File: src/stm_pkg.sv
`default_nettype none
package stm_pkg;
	localparam logic [15:0] STM_ADDR_FINE = 16'ha00a;
	localparam logic [15:0] STM_ADDR_GAIN = 16'ha00b;
	localparam logic [15:0] STM_ADDR_DETECT = 16'ha00d;
	localparam logic [15:0] STM_ADDR_BGTS = 16'ha00e;
	localparam logic [15:0] STM_ADDR_IRQ = 16'ha00f;
	localparam logic [7:0] STM_RST_VALUE = 8'h00;
	localparam int STM_UV_EN_BIT = 7;
	localparam int STM_UV_THR_LSB = 4;
	localparam int STM_OV_EN_BIT = 3;
	localparam int STM_BG_LSB = 4;
	localparam int STM_IRQ_EN_BIT = 7;
	localparam int STM_FLAG_LSB = 4;
	localparam int STM_RSVD_BIT = 3;
	localparam logic [13:0] STM_UV_BASE_MV = 14'h1388;
	localparam logic [13:0] STM_UV_STEP_MV = 14'h01f4;
	localparam logic [5:0] STM_GAIN_STEP_MA = 6'h04;

	typedef struct packed {
		logic [15:0] addr;
		logic wr;
		logic rd;
		logic [7:0] wdata;
	} stm_sfr_req_type;

	// Bit order matches the status fields: high, low, thermal.
	typedef struct packed {
		logic high;
		logic low;
		logic thermal;
	} stm_events_type;

	function automatic logic [13:0] stm_threshold_mv(input logic [2:0] code);
		stm_threshold_mv = STM_UV_BASE_MV + 14'(STM_UV_STEP_MV * {11'h000, code});
	endfunction

	function automatic logic [5:0] stm_gain_ma(input logic [3:0] code);
		stm_gain_ma = 6'(STM_GAIN_STEP_MA * {2'h0, code});
	endfunction
endpackage
`default_nettype wire

File: src/stm_regs.sv
`timescale 1ns/1ps
`default_nettype none
module stm_regs (
	input wire logic clk,
	input wire logic rst_b,
	input wire stm_pkg::stm_sfr_req_type sfr_req,
	input wire stm_pkg::stm_events_type detect_raw,
	output wire logic [7:0] sfr_rdata,
	output wire logic [4:0] led_ref_fine_trim,
	output wire logic [3:0] led_current_gain_code,
	output wire logic [5:0] led_current_ma,
	output wire logic low_supply_detect_enable,
	output wire logic [2:0] low_supply_threshold,
	output wire logic [13:0] low_supply_threshold_mv,
	output wire logic high_supply_detect_enable,
	output wire logic [3:0] bandgap_ref_trim,
	output wire logic [3:0] temp_sensor_ref_trim,
	output wire logic supply_event_irq
);
	typedef struct packed {
		logic [4:0] fine;
		logic [3:0] gain;
		logic [5:0] gain_ma;
		logic uv_en;
		logic [2:0] uv_thr;
		logic [13:0] uv_mv;
		logic ov_en;
		logic [3:0] bg;
		logic [3:0] ts;
		logic irq_en;
		logic irq;
		logic [7:0] rdata;
	} stm_regs_state_type;

	stm_regs_state_type state_reg;
	stm_regs_state_type state_next;
	stm_pkg::stm_events_type live;
	logic [2:0] flags;
	logic irq_wr;

	// The analog comparators run all the time; the enables only mask what is reported.
	always_comb begin
		live.high = detect_raw.high & state_reg.ov_en;
		live.low = detect_raw.low & state_reg.uv_en;
		live.thermal = detect_raw.thermal;
	end

	assign irq_wr = sfr_req.wr && (sfr_req.addr == stm_pkg::STM_ADDR_IRQ);

	for (genvar i = 0; i < 3; i++) begin : g_flag
		stm_sticky_flag u_flag (
			.clk(clk),
			.rst_b(rst_b),
			.set(live[i]),
			.wr_en(irq_wr),
			.wr_val(sfr_req.wdata[stm_pkg::STM_FLAG_LSB + i]),
			.flag(flags[i])
		);
	end

	always_comb begin
		state_next = state_reg;
		if (sfr_req.wr) begin
			case (sfr_req.addr)
				stm_pkg::STM_ADDR_FINE: begin
					state_next.fine = sfr_req.wdata[4:0];
				end
				stm_pkg::STM_ADDR_GAIN: begin
					state_next.gain = sfr_req.wdata[3:0];
				end
				stm_pkg::STM_ADDR_DETECT: begin
					state_next.uv_en = sfr_req.wdata[stm_pkg::STM_UV_EN_BIT];
					state_next.uv_thr = sfr_req.wdata[stm_pkg::STM_UV_THR_LSB +: 3];
					state_next.ov_en = sfr_req.wdata[stm_pkg::STM_OV_EN_BIT];
				end
				stm_pkg::STM_ADDR_BGTS: begin
					state_next.bg = sfr_req.wdata[stm_pkg::STM_BG_LSB +: 4];
					state_next.ts = sfr_req.wdata[3:0];
				end
				stm_pkg::STM_ADDR_IRQ: begin
					state_next.irq_en = sfr_req.wdata[stm_pkg::STM_IRQ_EN_BIT];
				end
				default: begin
				end
			endcase
		end
		state_next.gain_ma = stm_pkg::stm_gain_ma(state_next.gain);
		state_next.uv_mv = stm_pkg::stm_threshold_mv(state_next.uv_thr);
		state_next.irq = state_reg.irq_en & (|flags);
		// Read data is captured at the strobe, so live bits show the detector state then.
		if (sfr_req.rd) begin
			case (sfr_req.addr)
				stm_pkg::STM_ADDR_FINE: begin
					state_next.rdata = {3'h0, state_reg.fine};
				end
				stm_pkg::STM_ADDR_GAIN: begin
					state_next.rdata = {4'h0, state_reg.gain};
				end
				stm_pkg::STM_ADDR_DETECT: begin
					state_next.rdata = {state_reg.uv_en, state_reg.uv_thr, state_reg.ov_en, 3'h0};
				end
				stm_pkg::STM_ADDR_BGTS: begin
					state_next.rdata = {state_reg.bg, state_reg.ts};
				end
				stm_pkg::STM_ADDR_IRQ: begin
					state_next.rdata = {state_reg.irq_en, flags, 1'h0, live};
				end
				default: begin
					state_next.rdata = 8'h00;
				end
			endcase
		end
	end

	always_ff @(posedge clk or negedge rst_b) begin
		if (!rst_b) begin
			state_reg <= '0;
			state_reg.uv_mv <= stm_pkg::STM_UV_BASE_MV;
		end else begin
			state_reg <= state_next;
		end
	end

	assign sfr_rdata = state_reg.rdata;
	assign led_ref_fine_trim = state_reg.fine;
	assign led_current_gain_code = state_reg.gain;
	assign led_current_ma = state_reg.gain_ma;
	assign low_supply_detect_enable = state_reg.uv_en;
	assign low_supply_threshold = state_reg.uv_thr;
	assign low_supply_threshold_mv = state_reg.uv_mv;
	assign high_supply_detect_enable = state_reg.ov_en;
	assign bandgap_ref_trim = state_reg.bg;
	assign temp_sensor_ref_trim = state_reg.ts;
	assign supply_event_irq = state_reg.irq;

	a_gain_write: assert property (@(posedge clk) disable iff (!rst_b)
		sfr_req.wr && sfr_req.addr == 16'ha00b |=> led_current_gain_code == $past(sfr_req.wdata[3:0])
		&& led_current_ma == 6'(6'h04 * {2'h0, $past(sfr_req.wdata[3:0])}))
		else $error("gain code or current not updated by write");

	a_detect_layout: assert property (@(posedge clk) disable iff (!rst_b)
		sfr_req.wr && sfr_req.addr == 16'ha00d |=>
		{low_supply_detect_enable, low_supply_threshold, high_supply_detect_enable}
		== $past(sfr_req.wdata[7:3]))
		else $error("detect trim fields misplaced");

	a_thr_decode: assert property (@(posedge clk) disable iff (!rst_b)
		low_supply_threshold_mv == 14'h1388 + 14'(14'h01f4 * {11'h000, low_supply_threshold}))
		else $error("low threshold decode wrong");

	a_low_gated: assert property (@(posedge clk) disable iff (!rst_b)
		sfr_req.rd && sfr_req.addr == 16'ha00f |=>
		sfr_rdata[1] == $past(detect_raw.low && low_supply_detect_enable))
		else $error("low live bit not gated by enable");

	a_high_gated: assert property (@(posedge clk) disable iff (!rst_b)
		sfr_req.rd && sfr_req.addr == 16'ha00f |=>
		sfr_rdata[2] == $past(detect_raw.high && high_supply_detect_enable))
		else $error("high live bit not gated by enable");

	a_flag_sets: assert property (@(posedge clk) disable iff (!rst_b)
		live.thermal |=> flags[0] ##1 (flags[0] || $past(irq_wr)))
		else $error("thermal flag not set by event");

	a_flag_holds: assert property (@(posedge clk) disable iff (!rst_b)
		flags[2] && !irq_wr |=> flags[2])
		else $error("high flag cleared without software");

	a_irq_enable: assert property (@(posedge clk) disable iff (!rst_b)
		supply_event_irq |-> $past(state_reg.irq_en) && $past(|flags))
		else $error("interrupt without enable and flag");

	a_thermal_live: assert property (@(posedge clk) disable iff (!rst_b)
		sfr_req.rd && sfr_req.addr == 16'ha00f |=> sfr_rdata[0] == $past(detect_raw.thermal))
		else $error("thermal live bit wrong");

	a_status_ro: assert property (@(posedge clk) disable iff (!rst_b)
		sfr_req.rd && sfr_req.addr == 16'ha00f |=> sfr_rdata[3] == 1'b0
		&& sfr_rdata[7] == $past(state_reg.irq_en))
		else $error("interrupt register read layout wrong");

	a_irq_raise: assert property (@(posedge clk) disable iff (!rst_b)
		state_reg.irq_en && (|flags) |=> supply_event_irq)
		else $error("interrupt not raised for enabled flag");

	a_irq_masked: assert property (@(posedge clk) disable iff (!rst_b)
		!state_reg.irq_en |=> !supply_event_irq)
		else $error("interrupt raised while disabled");

	a_low_flag_set: assert property (@(posedge clk) disable iff (!rst_b)
		live.low |=> flags[1])
		else $error("low flag not set by event");

	a_high_flag_set: assert property (@(posedge clk) disable iff (!rst_b)
		live.high |=> flags[2])
		else $error("high flag not set by event");

	// A clear of the thermal flag only takes effect in a cycle without a thermal detector event.
	a_flag_clear: assert property (@(posedge clk) disable iff (!rst_b)
		irq_wr && !sfr_req.wdata[4] && !live.thermal |=> !flags[0])
		else $error("thermal flag not cleared by software");

	a_flag_write: assert property (@(posedge clk) disable iff (!rst_b)
		irq_wr |=> flags == ($past(sfr_req.wdata[6:4]) | $past({live.high, live.low, live.thermal})))
		else $error("flag bits not written as stored value");

	a_enable_write: assert property (@(posedge clk) disable iff (!rst_b)
		irq_wr |=> state_reg.irq_en == $past(sfr_req.wdata[7]))
		else $error("interrupt enable not written");

	// Software may poll the last read value, so it must not drift between reads.
	a_rdata_holds: assert property (@(posedge clk) disable iff (!rst_b)
		!sfr_req.rd |=> $stable(sfr_rdata))
		else $error("read data changed without a read");

	a_unmapped_read: assert property (@(posedge clk) disable iff (!rst_b)
		sfr_req.rd && sfr_req.addr == 16'ha00c |=> sfr_rdata == 8'h00)
		else $error("unmapped read not zero");

	a_fine_write: assert property (@(posedge clk) disable iff (!rst_b)
		sfr_req.wr && sfr_req.addr == 16'ha00a |=>
		led_ref_fine_trim == $past(sfr_req.wdata[4:0]))
		else $error("fine trim not updated by write");

	a_bgts_write: assert property (@(posedge clk) disable iff (!rst_b)
		sfr_req.wr && sfr_req.addr == 16'ha00e |=>
		{bandgap_ref_trim, temp_sensor_ref_trim} == $past(sfr_req.wdata))
		else $error("bandgap or sensor trim not updated by write");
endmodule
`default_nettype wire

File: src/stm_sticky_flag.sv
`timescale 1ns/1ps
`default_nettype none
module stm_sticky_flag (
	input wire logic clk,
	input wire logic rst_b,
	input wire logic set,
	input wire logic wr_en,
	input wire logic wr_val,
	output wire logic flag
);
	typedef struct packed {
		logic flag;
	} stm_flag_state_type;

	stm_flag_state_type state_reg;
	stm_flag_state_type state_next;

	// A detector event in the cycle of a software clear keeps the flag set.
	always_comb begin
		state_next = state_reg;
		state_next.flag = (wr_en ? wr_val : state_reg.flag) | set;
	end

	always_ff @(posedge clk or negedge rst_b) begin
		if (!rst_b) begin
			state_reg <= '0;
		end else begin
			state_reg <= state_next;
		end
	end

	assign flag = state_reg.flag;
endmodule
`default_nettype wire
File: config.mk
export PLATFORM = sky130hd
export DESIGN_NAME = stm_regs
export DESIGN_NICKNAME = d
export VERILOG_FILES = /design/src/stm_pkg.sv /design/src/stm_regs.sv /design/src/stm_sticky_flag.sv
export SDC_FILE = /design/constraint.sdc
export NUM_CORES = 1
export LEC_CHECK = 0
export BUFFER_PORTS_ARGS = -buffer_cell sky130_fd_sc_hd__buf_4
export CORE_MARGIN = 3
export CORE_UTILIZATION = 34
export DETAILED_ROUTE_END_ITERATION = 16
export MAX_ROUTING_LAYER = met4
export PLACE_DENSITY_LB_ADDON = 0.05
export REMOVE_ABC_BUFFERS = 1
export SYNTH_ARGS = -nofsm -noshare
export SYNTH_HDL_FRONTEND = slang
export SYNTH_SLANG_ARGS = --single-unit
export TNS_END_PERCENT = 1
File: constraint.sdc
create_clock -name clk -period 7.6 [get_ports clk]
set_input_delay 1.52 -clock clk [delete_from_list [all_inputs] [get_ports clk]]
set_output_delay 1.52 -clock clk [all_outputs]
set_load 0.05 [all_outputs]
======== Word-level counts from Yosys, hierarchy flattened ========
Index checks and enable logic that the tools add are counted.
word-level totals
  register bits ........................... 49
  word-level logic and storage cells ...... 40
operators by class
  add/subtract/negate cells ............... 1
  $mul .................................... 1
  equal/unequal tests ..................... 5
  multiplexer cells ....................... 6
  bitwise logic cells ..................... 6
  reductions and logical operators ........ 7
operators with widths
  operator                                                             number
  16-bit equality test (second input constant)                         5
  8-bit one-hot mux with 5 select lines                                1
  13-bit by 12-bit adder with 14-bit output (first input constant)     1
  7-bit by 3-bit multiplier with 10-bit output (first input constant)  1
  2-bit AND reduction                                                  5
  3-bit two-way mux                                                    2
  1-bit AND                                                            3
  1-bit two-way mux                                                    3
  1-bit bitwise OR                                                     3
  3-bit OR reduction                                                   1
  1-bit logical AND                                                    1

======== Depth between registers and ports, before layout ========
  word-level depth ........................ 5
  depth in mapped cells ................... 16
  mapped depth without buffers ............ 15

======== Cells and area by module ========
A second synthesis with hierarchy kept.
unflattened totals
  cells, all modules ...................... 254
  area total of the unflattened synthesis .. 2816.5 um2
modules (own cells, without submodules)
  module           times used  cells an instance  area an instance (um2)
  stm_regs         1           245                2696.3
  stm_sticky_flag  3           3                  40.0

======== Least setup slack after synthesis ========
OpenSTA, ideal clock, no wires.
  path kind ............................... input-to-reg
  from .................................... input port sfr_req[17] (netlist name)
  to ...................................... register state_reg, in the netlist low_supply_threshold_mv[13]
  setup time .............................. 0.122 ns
  arrival time ............................ 4.785 ns
  path slack .............................. 2.693 ns
  stages .................................. 13
  path buffers ............................ 1
  path through ............................ nor4_1 and4_1 buf_4 nand2_4 mux2_4 ha_1 ha_1 inv_1 fa_1 inv_1 fa_1 a311o_1 a32o_1
RTL lines
  element                 line             text
  start: declaration      stm_regs.sv:6    input wire stm_pkg::stm_sfr_req_type sfr_req,
  end signal: assignment  stm_regs.sv:120  state_reg <= state_next;
  end: declaration        stm_regs.sv:35   stm_regs_state_type state_reg;

==> results.sh <==
export IMPL_clockRootBuffer="clkbuf_8"
export IMPL_synth_cell_type_count=41
export IMPL_dp_hpwl_mm=4.62
export IMPL_period_needed_ns=5.13
export IMPL_ys_ff_latch=46
export IMPL_grt_total_usage_pct=14.6
export IMPL_largest_reg_flops=11
export IMPL_grt_max_degree=47
export IMPL_diodes=0
export IMPL_yosysWarnings=0
export IMPL_tns_ns=0
export IMPL_wl_per_cell_microns=16.0
export IMPL_outcome="complete, no violations"
export IMPL_vias_per_cell=4.72
export IMPL_final_common_cell="buf_4"
export IMPL_drive_gt1_share_pct=42.1
export IMPL_synth_edf_count=0
export IMPL_maxCapViolCount=0
export IMPL_dp_cells=371
export IMPL_postCtsHoldBufs=0
export IMPL_grt_antenna_before_repair=0
export IMPL_leakage_nw=1.60
export IMPL_numCtsBuffers=5
export IMPL_synth_fa_ha_area_share_pct=5.67
export IMPL_worstSetupPathType="in -> reg"
export IMPL_yosysSeqAreaShare_pct=43.0
export IMPL_overflow=0
export IMPL_vdd_drop_max_mv=0.0860
export IMPL_max_stage_delay_ns=0.48
export IMPL_drv_slew=0
export IMPL_final_cells=379
export IMPL_die_w_microns=95.0
export IMPL_grt_pass1_wl_mm=9.65
export IMPL_drc=0
export IMPL_finalSetupViolCount=0
export IMPL_synth_simple_gate_area_share_pct=9.34
export IMPL_syn_area_sq_mm=0.00269
export IMPL_core_area_sq_mm=0.00745
export IMPL_post_cts_resized=0
export IMPL_max_freq_mhz=195
export IMPL_clk_latency_ns=0.30
export IMPL_crit_fanout=11
export IMPL_synth_avg_cell_area_sq_um=11.0
export IMPL_required_ns=7.79
export IMPL_ys_async_sr_fraction_pct=100
export IMPL_syn_inst=245
export IMPL_die_y_microns=95.0
export IMPL_slowest_stage="and4_1"
export IMPL_finalHoldViolCount=0
export IMPL_dr_total_vias=1787
export IMPL_drt_initial_drc_count=51
export IMPL_cts_path_max_buffers=2
export IMPL_end_kind="flop"
export IMPL_cts_tree="done"
export IMPL_routed_wl_mm=6.06
export IMPL_cts_sinks=46
export IMPL_drt_first_pass_iters=4
export IMPL_rsz0062_at_grt="no"
export IMPL_finalPower_w=0.000430
export IMPL_power_density_mw_per_mm2=138
export IMPL_synthFlopType="dfrtp_1"
export IMPL_layout_nets=321
export IMPL_area_growth_syn_to_layout_pct=15.7
export IMPL_initial_core_util_pct=36.1
export IMPL_ios=82
export IMPL_io_buffer_count=77
export IMPL_synth_mux_area_share_pct=14.1
export IMPL_gp_congestion=0.747
export IMPL_synth_compound_area_share_pct=8.51
export IMPL_worst_pin_slew_ns=0.839
export IMPL_synth_xor_area_share_pct=2.60
export IMPL_ant_nets=0
export IMPL_whs_ns=0.527
export IMPL_synth_top_family_by_area="buffers and inverters"
export IMPL_dieArea_sq_mm=0.00902
export IMPL_final_cell_mix="buf_4 (77), dfrtp_1 (41), mux2_2 (22)"
export IMPL_skew_ns=0.00899
export IMPL_hp_class="reg -> reg"
export IMPL_worst_slew_margin_rel_pct=43.6
export IMPL_htree_levels=2
export IMPL_cp_cell_sequence="buf_4 > nor4bb_1 > and4_1 > nand2_4 > mux2_4 > ha_1 > ha_1 > inv_1 > fa_1 > inv_1 > fa_1 > a311o_1 > a32o_1"
export IMPL_fp_row_count=31
export IMPL_first_global_vias=1772
export IMPL_startpoint_type="input pin"
export IMPL_postCtsSetupRepairBufs=0
export IMPL_critPathArrivalTime_ns=5.32
export IMPL_clk_transition_reported_paths_ns=0.09
export IMPL_final_period_utilization_pct=67.5
==> logic make-up after synthesis <==
| logic type | count (synthesis) |
|---|---|
| compound gates | 34 |
| flops | 46 |
| fa+ha+maj | 11 |
| other cells | 1 |
| simple gates | 44 |
| mux | 31 |
| xor+xnor | 8 |
| buf+inv | 70 |
==> stage by stage <==
stage	area (sq um)	worst slack, ns	utilization [%]
2_1_floorplan	2320	2.63	-
3_3_place_gp	3020	2.24	40.6
3_5_place_dp	3020	2.15	40.6
4_1_cts	3110	2.49	41.8
5_1_grt	3110	2.26	41.8
6_report	3110	2.47	41.8
==> Yosys cell counts, types with 2 or more instances <==
master / number / area share, %
buf_4: 49 / 14
dfrtp_1: 41 / 38
mux2_2: 22 / 9.2
inv_1: 17 / 2.4
ha_1: 9 / 4.2
nand2_1: 8 / 1.1
nand3_1: 8 / 1.5
nor2_1: 8 / 1.1
a21oi_1: 7 / 1.3
o21ai_0: 6 / 1.1
and2_1: 5 / 1.2
dfstp_2: 5 / 4.9
mux2i_1: 5 / 1.9
o22ai_1: 5 / 1.2
a211o_1: 4 / 1.3
xnor2_1: 4 / 1.3
xor2_1: 4 / 1.3
a21o_1: 3 / 0.84
and4_1: 3 / 0.98
clkbuf_1: 3 / 0.42
mux4_2: 3 / 2.5
a221oi_1: 2 / 0.65
a31oi_1: 2 / 0.46
fa_1: 2 / 1.5
nor3_1: 2 / 0.37
nor4_1: 2 / 0.46
o31a_1: 2 / 0.65
==> critical path, delay by kind of cell <==
| family | cells | cell delay, ns |
|---|---|---|
| compound gates | 2 | 0.59 |
| fa+ha+maj | 4 | 1.57 |
| buf+inv | 3 | 0.30 |
| mux | 1 | 0.39 |
| simple gates | 3 | 0.96 |
==> area by class of cell <==
type                    count  area [sq um]
inverters                  17          63.8
flip-flops and latches     46          1160
clock inverters             1          5.00
clock buffers               7          86.3
multi-input cells         132          1100
repair buffers             77           578
well taps                  99           124
fillers                   756          4330
==> worst paths after layout <==
check                                        start  slack (ns)  cells after the start                     endpoint
hold / removal               g_flag[0].u_flag.flag        0.53                      1        g_flag[0].u_flag.flag
max in group asynchronous                    rst_b        5.98                      1         led_ref_fine_trim[0]
hold reg to reg              g_flag[0].u_flag.flag        0.53                      1        g_flag[0].u_flag.flag
min in group asynchronous                    rst_b        1.22                      1   low_supply_threshold_mv[4]
setup / recovery                       sfr_req[22]        2.47                     13  low_supply_threshold_mv[13]
setup reg to reg           low_supply_threshold[1]        4.38                      9  low_supply_threshold_mv[13]
==> per-layer routing <==
metal  global-route usage [%]  wire length [microns]  vias to the layer above
li1                         -                      -                      867
met1                     21.4                   3080                      855
met2                     19.8                   2500                       59
met3                     3.67                    412                        6
met4                     3.97                     67                        0
met5                        -                      0                        -
==> power by group <==
part / switching, W / internal, W / leakage, nW
sequential: 0.000000109 / 0.000245 / 0.620
clock: 0.0000806 / 0.0000735 / 0.0482
combinational: 0.0000185 / 0.0000126 / 0.934
No activity file was read; power rests on OpenSTA's default activity.
